==> src/rtl/can_rx_pkg.sv <==
// constants and carrier types for the CAN receive buffer and filter register block
package can_rx_pkg;
	localparam int ADDR_LSB_W = 8;
	localparam logic [7:0] OFS_CTRL = 8'h00;
	localparam logic [7:0] OFS_ID_HIGH = 8'h04;
	localparam logic [7:0] OFS_ID_LOW = 8'h08;
	localparam logic [7:0] OFS_EXT_HIGH = 8'h0C;
	localparam logic [7:0] OFS_EXT_LOW = 8'h10;
	localparam logic [7:0] OFS_LENGTH = 8'h14;
	localparam logic [7:0] OFS_DATA0 = 8'h18;
	localparam logic [7:0] OFS_DATA7 = 8'h34;
	localparam logic [7:0] OFS_REC = 8'h38;
	localparam logic [7:0] OFS_STATUS = 8'h3C;
	// filter/mask region: 0x40 filter 0, 0x50 filter 1, 0x60 mask; 4 words each
	localparam logic [1:0] ID_REGION = 2'h1;
	localparam int NUM_FILTERS = 2;
	localparam int NUM_ID_SETS = 3;
	localparam int MASK_IDX = 2;
	localparam int DATA_BYTES = 8;
	localparam logic [3:0] MAX_LENGTH = 4'h8;
	localparam int FULL_BIT = 7;
	localparam int COPY_BIT = 3;
	localparam int HIT_BIT = 0;
	localparam int SRR_BIT = 4;
	localparam int EXT_BIT = 3;
	localparam int RTR_BIT = 6;
	localparam int PASSIVE_BIT = 0;
	localparam logic [7:0] ID_LOW_WMASK = 8'hEB;
	localparam logic [7:0] FILTER_LOW_WMASK = 8'hEB;
	localparam logic [7:0] MASK_LOW_WMASK = 8'hE3;
	localparam logic [7:0] LENGTH_WMASK = 8'h4F;
	localparam logic [7:0] REC_PASSIVE_LIMIT = 8'h7F;
	localparam logic [7:0] REC_RESTORE = 8'h77;
	localparam logic [7:0] REC_MAX = 8'hFF;
	localparam logic [7:0] REC_STEP_SMALL = 8'h01;
	localparam logic [7:0] REC_STEP_LARGE = 8'h08;
	localparam logic [1:0] HTRANS_NONSEQ = 2'h2;
	localparam int HTRANS_ACTIVE_BIT = 1;

	typedef struct packed {
		logic valid;
		logic ext;
		logic rtr;
		logic [28:0] id;
		logic [3:0] length;
		logic [63:0] data;
	} rx_frame_t;

	typedef struct packed {
		logic [7:0] high;
		logic [7:0] low;
		logic [7:0] ext_high;
		logic [7:0] ext_low;
	} id_set_t;

	typedef enum logic [1:0] {
		ST_IDLE = 2'b01,
		ST_COMMIT = 2'b10
	} rx_state_t;
endpackage

==> src/rtl/can_rx_regs.sv <==
// CAN receive buffer, acceptance filters, mask and receive error counter behind AHB-Lite
`timescale 1ns/10ps
module can_rx_regs
	import can_rx_pkg::*;
(
	input wire logic hclk,
	input wire logic hresetn,
	input wire logic hsel,
	input wire logic [31:0] haddr,
	input wire logic [1:0] htrans,
	input wire logic hwrite,
	input wire logic [2:0] hsize,
	input wire logic [31:0] hwdata,
	input wire logic hready,
	output logic [31:0] hrdata,
	output logic hreadyout,
	output logic hresp,
	input wire rx_frame_t rx_frame,
	input wire logic rx_err_small,
	input wire logic rx_err_large,
	input wire logic rx_ok,
	output logic error_passive,
	output logic buffer_full
);
	logic rd_pend_r, rd_pend_nxt;
	logic wr_pend_r, wr_pend_nxt;
	logic [7:0] addr_r, addr_nxt;
	logic [31:0] rdata_r, rdata_nxt;
	logic addr_phase;
	logic wr_en;
	logic [7:0] wbyte;

	rx_state_t state_r, state_nxt;
	logic full_r, full_nxt;
	logic copy_r, copy_nxt;
	logic hit_r, hit_nxt;
	logic [7:0] id_high_r, id_high_nxt;
	logic [7:0] id_low_r, id_low_nxt;
	logic [7:0] ext_high_r, ext_high_nxt;
	logic [7:0] ext_low_r, ext_low_nxt;
	logic [7:0] length_r, length_nxt;
	logic [7:0] data_r [DATA_BYTES];
	logic [7:0] data_nxt [DATA_BYTES];
	id_set_t sets_r [NUM_ID_SETS];
	id_set_t sets_nxt [NUM_ID_SETS];
	logic [7:0] rec_r, rec_nxt;

	logic [28:0] frame_vec;
	logic [28:0] mask_vec;
	logic [NUM_FILTERS-1:0] hit;
	logic accept;
	logic [7:0] id_low_rd;

	// bus slave: writes are zero-wait, reads take one wait state so hrdata comes from a flop
	assign addr_phase = hsel && htrans[HTRANS_ACTIVE_BIT] && hready;
	assign wr_en = wr_pend_r;
	assign wbyte = hwdata[7:0];
	assign hreadyout = ~rd_pend_r;
	assign hresp = 1'b0;
	assign hrdata = rdata_r;

	// SUBSTITUTE_REMOTE_FLAG is not stored; derived so it cannot disagree with the format flag
	always_comb begin
		id_low_rd = id_low_r;
		id_low_rd[SRR_BIT] = ~id_low_r[EXT_BIT] & copy_r;
	end

	always_comb begin
		rd_pend_nxt = 1'b0;
		wr_pend_nxt = 1'b0;
		addr_nxt = addr_r;
		rdata_nxt = rdata_r;
		if (addr_phase) begin
			addr_nxt = haddr[ADDR_LSB_W-1:0];
			wr_pend_nxt = hwrite;
			rd_pend_nxt = ~hwrite;
		end
		if (rd_pend_r) begin
			rdata_nxt = 32'h0000_0000;
			case (addr_r)
				OFS_CTRL: begin
					rdata_nxt[FULL_BIT] = full_r;
					rdata_nxt[COPY_BIT] = copy_r;
					rdata_nxt[HIT_BIT] = hit_r;
				end
				OFS_ID_HIGH: rdata_nxt[7:0] = id_high_r;
				OFS_ID_LOW: rdata_nxt[7:0] = id_low_rd;
				OFS_EXT_HIGH: rdata_nxt[7:0] = ext_high_r;
				OFS_EXT_LOW: rdata_nxt[7:0] = ext_low_r;
				OFS_LENGTH: rdata_nxt[7:0] = length_r;
				OFS_REC: rdata_nxt[7:0] = rec_r;
				OFS_STATUS: rdata_nxt[PASSIVE_BIT] = error_passive;
				default: begin
					if (addr_r >= OFS_DATA0 && addr_r <= OFS_DATA7 && addr_r[1:0] == 2'h0) begin
						rdata_nxt[7:0] = data_r[3'(addr_r[7:2] - OFS_DATA0[7:2])];
					end else if (addr_r[7:6] == ID_REGION && addr_r[5:4] != 2'h3 && addr_r[1:0] == 2'h0) begin
						case (addr_r[3:2])
							2'h0: rdata_nxt[7:0] = sets_r[addr_r[5:4]].high;
							2'h1: rdata_nxt[7:0] = sets_r[addr_r[5:4]].low;
							2'h2: rdata_nxt[7:0] = sets_r[addr_r[5:4]].ext_high;
							default: rdata_nxt[7:0] = sets_r[addr_r[5:4]].ext_low;
						endcase
					end
				end
			endcase
		end
	end

	always_ff @(posedge hclk or negedge hresetn) begin
		if (!hresetn) begin
			rd_pend_r <= 1'b0;
			wr_pend_r <= 1'b0;
			addr_r <= 8'h00;
			rdata_r <= 32'h0000_0000;
		end else begin
			rd_pend_r <= rd_pend_nxt;
			wr_pend_r <= wr_pend_nxt;
			addr_r <= addr_nxt;
			rdata_r <= rdata_nxt;
		end
	end

	// acceptance: both sides laid out as a 29-bit extended vector
	assign frame_vec = rx_frame.ext ? rx_frame.id : {rx_frame.id[10:0], 18'h0_0000};
	assign mask_vec = {sets_r[MASK_IDX].high, sets_r[MASK_IDX].low[7:5], sets_r[MASK_IDX].low[1:0],
		sets_r[MASK_IDX].ext_high, sets_r[MASK_IDX].ext_low} & (rx_frame.ext ? 29'h1FFF_FFFF : 29'h1FFC_0000);

	for (genvar f = 0; f < NUM_FILTERS; f++) begin : g_filter
		logic [28:0] filt_vec;
		assign filt_vec = {sets_r[f].high, sets_r[f].low[7:5], sets_r[f].low[1:0], sets_r[f].ext_high, sets_r[f].ext_low};
		assign hit[f] = (((filt_vec ^ frame_vec) & mask_vec) == 29'h0) && (sets_r[f].low[EXT_BIT] == rx_frame.ext);
	end

	// an occupied buffer drops frames until software releases it
	assign accept = rx_frame.valid && state_r == ST_IDLE && !full_r && (|hit) && rx_frame.length <= MAX_LENGTH;

	always_comb begin
		state_nxt = state_r;
		full_nxt = full_r;
		copy_nxt = copy_r;
		hit_nxt = hit_r;
		id_high_nxt = id_high_r;
		id_low_nxt = id_low_r;
		ext_high_nxt = ext_high_r;
		ext_low_nxt = ext_low_r;
		length_nxt = length_r;
		sets_nxt = sets_r;
		for (int i = 0; i < DATA_BYTES; i++) begin
			data_nxt[i] = data_r[i];
		end
		if (wr_en) begin
			case (addr_r)
				OFS_CTRL: begin
					if (!wbyte[FULL_BIT]) begin
						full_nxt = 1'b0;
					end
				end
				OFS_ID_HIGH: id_high_nxt = wbyte;
				OFS_ID_LOW: id_low_nxt = wbyte & ID_LOW_WMASK;
				OFS_EXT_HIGH: ext_high_nxt = wbyte;
				OFS_EXT_LOW: ext_low_nxt = wbyte;
				OFS_LENGTH: length_nxt = wbyte & LENGTH_WMASK;
				default: begin
					if (addr_r >= OFS_DATA0 && addr_r <= OFS_DATA7 && addr_r[1:0] == 2'h0) begin
						data_nxt[3'(addr_r[7:2] - OFS_DATA0[7:2])] = wbyte;
					end else if (addr_r[7:6] == ID_REGION && addr_r[5:4] != 2'h3 && addr_r[1:0] == 2'h0) begin
						case (addr_r[3:2])
							2'h0: sets_nxt[addr_r[5:4]].high = wbyte;
							2'h1: sets_nxt[addr_r[5:4]].low = wbyte &
								((addr_r[5:4] == 2'(MASK_IDX)) ? MASK_LOW_WMASK : FILTER_LOW_WMASK);
							2'h2: sets_nxt[addr_r[5:4]].ext_high = wbyte;
							default: sets_nxt[addr_r[5:4]].ext_low = wbyte;
						endcase
					end
				end
			endcase
		end
		case (state_r)
			ST_IDLE: begin
				if (accept) begin
					// hardware load wins over a software write in the same cycle
					state_nxt = ST_COMMIT;
					copy_nxt = rx_frame.rtr;
					hit_nxt = ~hit[0];
					id_high_nxt = rx_frame.ext ? rx_frame.id[28:21] : rx_frame.id[10:3];
					id_low_nxt = 8'h00;
					id_low_nxt[7:5] = rx_frame.ext ? rx_frame.id[20:18] : rx_frame.id[2:0];
					id_low_nxt[EXT_BIT] = rx_frame.ext;
					id_low_nxt[1:0] = rx_frame.ext ? rx_frame.id[17:16] : 2'h0;
					ext_high_nxt = rx_frame.ext ? rx_frame.id[15:8] : 8'h00;
					ext_low_nxt = rx_frame.ext ? rx_frame.id[7:0] : 8'h00;
					length_nxt = {1'b0, rx_frame.rtr, 2'h0, rx_frame.length};
					for (int i = 0; i < DATA_BYTES; i++) begin
						// bytes past the length code are cleared so stale data never reads back
						data_nxt[i] = (4'(i) < rx_frame.length) ? rx_frame.data[8*i +: 8] : 8'h00;
					end
				end
			end
			ST_COMMIT: begin
				state_nxt = ST_IDLE;
				full_nxt = 1'b1;
			end
			default: state_nxt = ST_IDLE;
		endcase
	end

	always_ff @(posedge hclk or negedge hresetn) begin
		if (!hresetn) begin
			state_r <= ST_IDLE;
			full_r <= 1'b0;
			copy_r <= 1'b0;
			hit_r <= 1'b0;
			id_high_r <= 8'h00;
			id_low_r <= 8'h00;
			ext_high_r <= 8'h00;
			ext_low_r <= 8'h00;
			length_r <= 8'h00;
			for (int i = 0; i < DATA_BYTES; i++) begin
				data_r[i] <= 8'h00;
			end
			for (int s = 0; s < NUM_ID_SETS; s++) begin
				sets_r[s] <= '0;
			end
		end else begin
			state_r <= state_nxt;
			full_r <= full_nxt;
			copy_r <= copy_nxt;
			hit_r <= hit_nxt;
			id_high_r <= id_high_nxt;
			id_low_r <= id_low_nxt;
			ext_high_r <= ext_high_nxt;
			ext_low_r <= ext_low_nxt;
			length_r <= length_nxt;
			data_r <= data_nxt;
			sets_r <= sets_nxt;
		end
	end

	// receive error counter: +8 beats +1 beats success; saturates instead of wrapping
	always_comb begin
		rec_nxt = rec_r;
		if (rx_err_large) begin
			rec_nxt = (rec_r > REC_MAX - REC_STEP_LARGE) ? REC_MAX : rec_r + REC_STEP_LARGE;
		end else if (rx_err_small) begin
			rec_nxt = (rec_r == REC_MAX) ? REC_MAX : rec_r + REC_STEP_SMALL;
		end else if (rx_ok) begin
			if (rec_r > REC_PASSIVE_LIMIT) begin
				rec_nxt = REC_RESTORE;
			end else if (rec_r != 8'h00) begin
				rec_nxt = rec_r - REC_STEP_SMALL;
			end
		end
	end

	always_ff @(posedge hclk or negedge hresetn) begin
		if (!hresetn) begin
			rec_r <= 8'h00;
		end else begin
			rec_r <= rec_nxt;
		end
	end

	// passive only; no bus-off output exists on this counter by design
	assign error_passive = rec_r > REC_PASSIVE_LIMIT;
	assign buffer_full = full_r;
endmodule

==> config.mk <==
export PLATFORM = sky130hd
export DESIGN_NAME = can_rx_regs
export DESIGN_NICKNAME = d
export VERILOG_FILES = /design/src/rtl/can_rx_pkg.sv /design/src/rtl/can_rx_regs.sv
export SDC_FILE = /design/constraint.sdc
export NUM_CORES = 1
export LEC_CHECK = 0
export BUFFER_PORTS_ARGS = -buffer_cell sky130_fd_sc_hd__buf_2
export CORE_MARGIN = 3
export CORE_UTILIZATION = 60
export CTS_CLUSTER_DIAMETER = 200
export DETAILED_ROUTE_END_ITERATION = 6
export PLACE_DENSITY = 0.86
export SYNTH_ARGS = -nofsm -noshare
export SYNTH_HDL_FRONTEND = slang
export SYNTH_SLANG_ARGS = --single-unit
export TNS_END_PERCENT = 10
==> constraint.sdc <==
create_clock -name hclk -period 8.1 [get_ports hclk]
set_input_delay 0 -clock hclk [delete_from_list [all_inputs] [get_ports hclk]]
set_output_delay 0 -clock hclk [all_outputs]
set_load 0.01 [all_outputs]
# == Yosys cells after proc, flatten, opt, wreduce, memory -nomap -nowiden ==
# Cells that the tools add are included.
# totals
ff_bits,231
in_bits,177
out_inout_bits,36
word_cells,207
# classes
n_addsub,4
order_cmp,17
n_eq_ne,19
mux,86
bitwise_logic,15
n_reduce_logical,32
# op_table
op,count
bitwise mux 96 bit,4
two-way mux 8 bit,44
two-way mux 64 bit,5
case mux 96 bit (3 select lines),1
demux 32 bit (select 2 bit),4
two-way mux 32 bit,3
AND 29 bit,3
binary-select mux 32 bit (select 2 bit),1
bitwise mux 64 bit,1
logical NOT 29 bit,2
bitwise XOR 29 bit,2
two-way mux 29 bit,1
binary-select mux 8 bit (select 3 bit),1
demux 8 bit (select 3 bit),1
two-way mux 24 bit,1
case mux 1 bit (8 select lines),3
case mux 8 bit (3 select lines),1
case mux 3 bit (7 select lines),1
two-way mux 18 bit,1
"equality test 8 x 4 -> 1 bit, second input constant",2
"equality test 8 x 5 -> 1 bit, second input constant",2
"equality test 8 x 6 -> 1 bit, second input constant",2
"less-than comparator 3 x 4 -> 1 bit, first input constant",4
two-way mux 16 bit,1
45 further kinds,82

# == Logic depth before layout (Yosys ltp) ==
# logic_depth
word_depth,12
mapped_depth,12
depth_no_buf,8

# == Worst setup path before layout ==
# Ideal clock, no wire load.
# synth_path
path_type,register to register
start,reg addr_r[3]
end,"reg rdata_r[6], in the netlist hrdata[6]"
setup_time_ns,0.120
t_arrival_ns,2.936
required_time_ns,7.980
setup_slack_ns,5.044
stages_incl_launch_ff,13
period_less_slack_ns,3.056
path_cell_list,dfrtp_1 > clkbuf_1 > inv_1 > buf_1 > clkbuf_1 > ha_1 > clkbuf_1 > buf_1 > o21a_1 > o21ai_0 > a31oi_1 > o21ai_0 > a31o_2
# synth_between
elab_chain_len,7
elab_cells_between_ends,25
classes_between,add/sub (1); order compare (2); eq/ne (9); mux (7); bitwise (1); reduce/logical (5)
# synth_rtl
element,line,source
"start, declared",can_rx_regs.sv:27,"logic [7:0] addr_r, addr_nxt;"
"start signal, assigned",can_rx_regs.sv:118,addr_r <= addr_nxt;
subtractor 3 bit,can_rx_regs.sv:95,rdata_nxt[7:0] = data_r[3'(addr_r[7:2] - OFS_DATA0[7:2])];
inverter 3 -> 4 bit (implied by the code),can_rx_regs.sv:95,
binary-select mux 8 bit (select 3 bit),can_rx_regs.sv:95,
two-way mux 8 bit (implied by the code) (2 in a row),can_rx_regs.sv:95,
two-way mux 8 bit,can_rx_regs.sv:94,if (addr_r >= OFS_DATA0 && addr_r <= OFS_DATA7 && addr_r[1:0] == 2'h0) begin
case mux 3 bit (7 select lines) *,can_rx_regs.sv:80,case (addr_r)
"end signal, assigned",can_rx_regs.sv:119,rdata_r <= rdata_nxt;
"end, declared",can_rx_regs.sv:28,"logic [31:0] rdata_r, rdata_nxt;"
# Mark *: on every way between the ends. The rest lies on a longest branch, timed or not. The select of a mux whose other input is x is not followed.
# A chain may end at the register's enable or synchronous reset.

==> key figures <==
Layout
  – Area added between synthesis and finish: 18.9%
  – Final std cells w/o fill: 1795
  – Most common library cell in the layout ignoring fill and taps: mux2i_1
  – Layout cells sized above 1: 22.2%
  – Most frequent cells in the layout: 250 x mux2i_1, 227 x dfrtp_1, 161 x nand2_1
  – Post-route cell area: 0.0166 mm2
  – Final nets: 1678
  – Inserted Diodes: 0

Power
  – Clock power frac: 34.9%
  – Sw Ratio: 33.0%
  – Max VDD drop: 0.186 mV
  – Leak: 0.00760 uW
  – Power per cell area: 206 mW/mm2
  – Reg power frac: 39.7%
  – Comb power frac: 25.4%
  – Pint: 2290 uW
  – Total net switching power: 1130 uW

Worst setup path
  – R2r endpoint: data_r[13]$_DFF_PN0_
  – CP top delay family: buffers and inverters
  – Critical Path AT: 4210 ps
  – Worst R2R Setup Slack: 4460 ps
  – Startpoint Class: input port
  – CP bufs+invs: 4
  – CP Class: input port to register
  – Worst path max stage delay: 740 ps
  – Crit. path cell count: 10
  – CP required: 8510 ps
  – Crit. End Element: register
  – Crit-path cells: dlygate4sd3_1 -> buf_2 -> o31ai_1 -> nand4_1 -> a311oi_1 -> nand4_1 -> o22a_2 -> buf_4 -> inv_6 -> mux2i_1
  – CP max stage cell: inv_6
  – R2R depth: 8
  – Worst Path Max Fanout: 73
  – Most used cell, CP: nand4_1

Clock tree
  – Hold-fix buffers, CTS: 120
  – Post-CTS setup buffer count: 0
  – Total CTS buffers: 25
  – Clock transition at the registers of the reported paths: 70 ps
  – Deepest clock path buffer count: 3
  – Sink Count: 230
  – Clk Tree Root Cell: clkbuf_16
  – PostCTS Resize Cnt: 0
  – H-tree depth: 1
  – TritonCTS clock tree: done
  – Clock Latency Late Sink: 550 ps

GRT
  – GRT Util Overall: 37.6%
  – GRT Residual Overflow: 0
  – Initial antenna violation count: 1
  – First-pass GRT wire length: 72100 um
  – Vias in the first global route: 12500
  – Largest net degree at the start of global routing: 92

Drt
  – DRT Pass-1 Iters: 6
  – Initial drt markers: 1688
  – Routed wl met3: 5850 um
  – Highest layer used for signal routing: met5
  – Routed WL: 47500 um
  – Drt drc: 0
  – Met2 WL: 20900 um
  – Via count: 12400
  – Metal-1 WL: 16900 um
  – DR vias/cell: 6.90
  – Post-DRT Antenna Nets: 0
  – Drt wl/cell: 26.4 um

Timing
  – Period Utilization, post-route: 46.9%
  – Clock skew: 24.5 ps
  – Fin. Hold Viols: 0
  – Slew @ Worst Pin: 1110 ps
  – Fin Hold WS: 50.1 ps
  – Crit path time final: 3800 ps
  – Pins over their slew limit: 0
  – RSZ-0062 raised after global routing: false
  – Fmax: 263 MHz
  – Final setup violation count: 0
  – Max-Slew Margin vs Limit: 25.2%
  – Final worst slack: 4300 ps
  – Sum Neg Setup Slack: 0 ps

Floorplan
  – Die ar.: 0.0251 mm2
  – Starting Density: 61.3%
  – Row count: 55
  – Io pins: 213
  – Die Height: 158 um
  – Chip width: 158 um
  – Core ar.: 0.0227 mm2

Yosys
  – Post-synthesis register bit count: 230
  – Synth Area in XOR/XNOR: 3.21%
  – Post-synth top area share: 41.2%
  – Largest family of logic cells by synthesized area: multiplexers
  – Synth cell types: 69
  – Synth Area in Compound Gates: 9.53%
  – Yosys warns: 0
  – Post-Syn Area: 0.0139 mm2
  – Seq/Total Area, Yosys: 41.4%
  – Post-synth ARST share: 100%
  – Adder-Cell Fraction of Synth Area: 0.809%
  – Post-synth EDFFs: 0
  – Synth Area in Simple Gates: 9.81%
  – Predominant post-synthesis flop cell: dfrtp_1
  – Cells after Synth: 1291
  – Largest area contributor in the netlist: dfrtp_1
  – Ranking of synthesized cells by area: dfrtp_1 41%, mux2i_1 18%, mux2_2 8.8%, nand2_1 4.3%, mux4_2 2.6%
  – Mean Syn Cell Area: 10.8 um2
  – Mux contribution to synthesized area: 30.4%

Place
  – RePlAce Congestion: 1.00
  – Port Buf Inserts: 135
  – DPL Wire Length: 27900 um
  – DP Cell Count: 1630
  – Placed cell area: 0.0145 mm2
  – Pre-CTS setup slack: 4320 ps

Job
  – Max_cap viols: 0

Worst hold path
  – Min-delay worst type: input port to async pin

Status
  – Status: completed
synth_stat cells (11+ instances only):
master / number
mux2i_1: 250
nand2b_1: 15
nand4_1: 13
a21oi_1: 30
nor2_1: 27
nand3_1: 18
a22oi_1: 21
a31oi_1: 12
mux2_2: 109
buf_4: 25
mux4_2: 16
o21ai_0: 46
xnor2_1: 18
buf_6: 11
dfrtp_1: 229
inv_1: 11
xor2_1: 33
clkbuf_1: 62
nand2_1: 161
final cells by class:
class	count	area, um2
Fill cell	1428	6150
Timing Repair Buffer	265	1960
Multi-Input combinational cell	957	7590
Inverter	13	53.8
Tap cell	285	357
Sequential cell	230	5760
Clock buffer	37	741
Clock inverter	8	96.3
power by group through the flow:
stage / combinational [uW] / clock [uW] / sequential [uW]
final: 868 / 1190 / 1360
after global routing: 920 / 1240 / 1370
after CTS: 818 / 1180 / 1350
after detailed placement: 762 / 0 / 1370
after global placement: 746 / 0 / 1360
after floorplan: 560 / 0 / 1310
worst register-to-register path, stage by stage, from the launching register on:
cell     delay, ps
dfrtp_1        420
xor2_1         180
a22oi_1        300
a31oi_1        130
or4_1          600
o22a_2         260
buf_4          320
inv_6          780
mux2i_1        520
worst max path at each step:
stage | from | end | slack, ps
6_report | rx_frame[64] | data_r[13]$_DFF_PN0_ | 4300
5_1_grt | rx_frame[64] | data_r[13]$_DFF_PN0_ | 4320
4_1_cts | register | copy_r$_DFFE_PN0P_ | 4600
3_5_place_dp | rx_frame[98] | copy_r$_DFFE_PN0P_ | 4320
3_3_place_gp | rx_frame[98] | copy_r$_DFFE_PN0P_ | 4320
2_1_floorplan | addr_r[3]$_DFFE_PN0P_ | hrdata[6]$_DFFE_PN0P_ | 5040
metal layers:
layer / vias to the layer above / global-route usage (%)
met5: - / 0
met4: 2 / 24.1
met3: 330 / 10.6
met2: 1071 / 56.1
met1: 5935 / 48.3
li1: 5041 / -
kinds of logic (layout without fill, tap and decap cells):
logic type / after synthesis / in the layout
other cells: 1 / 25
fa+ha+maj: 9 / 9
flops: 230 / 230
compound gates: 194 / 194
buf+inv: 128 / 323
xor+xnor: 51 / 51
simple gates: 295 / 295
mux: 383 / 383
through the flow:
step,utilization (%),total power (uW)
global route,72.9,3520
finish,72.9,3420
detailed placement,63.9,2130
CTS,72.9,3340
global placement,63.9,2110
floorplan,-,1870
Power figures use the tool's default switching activity.
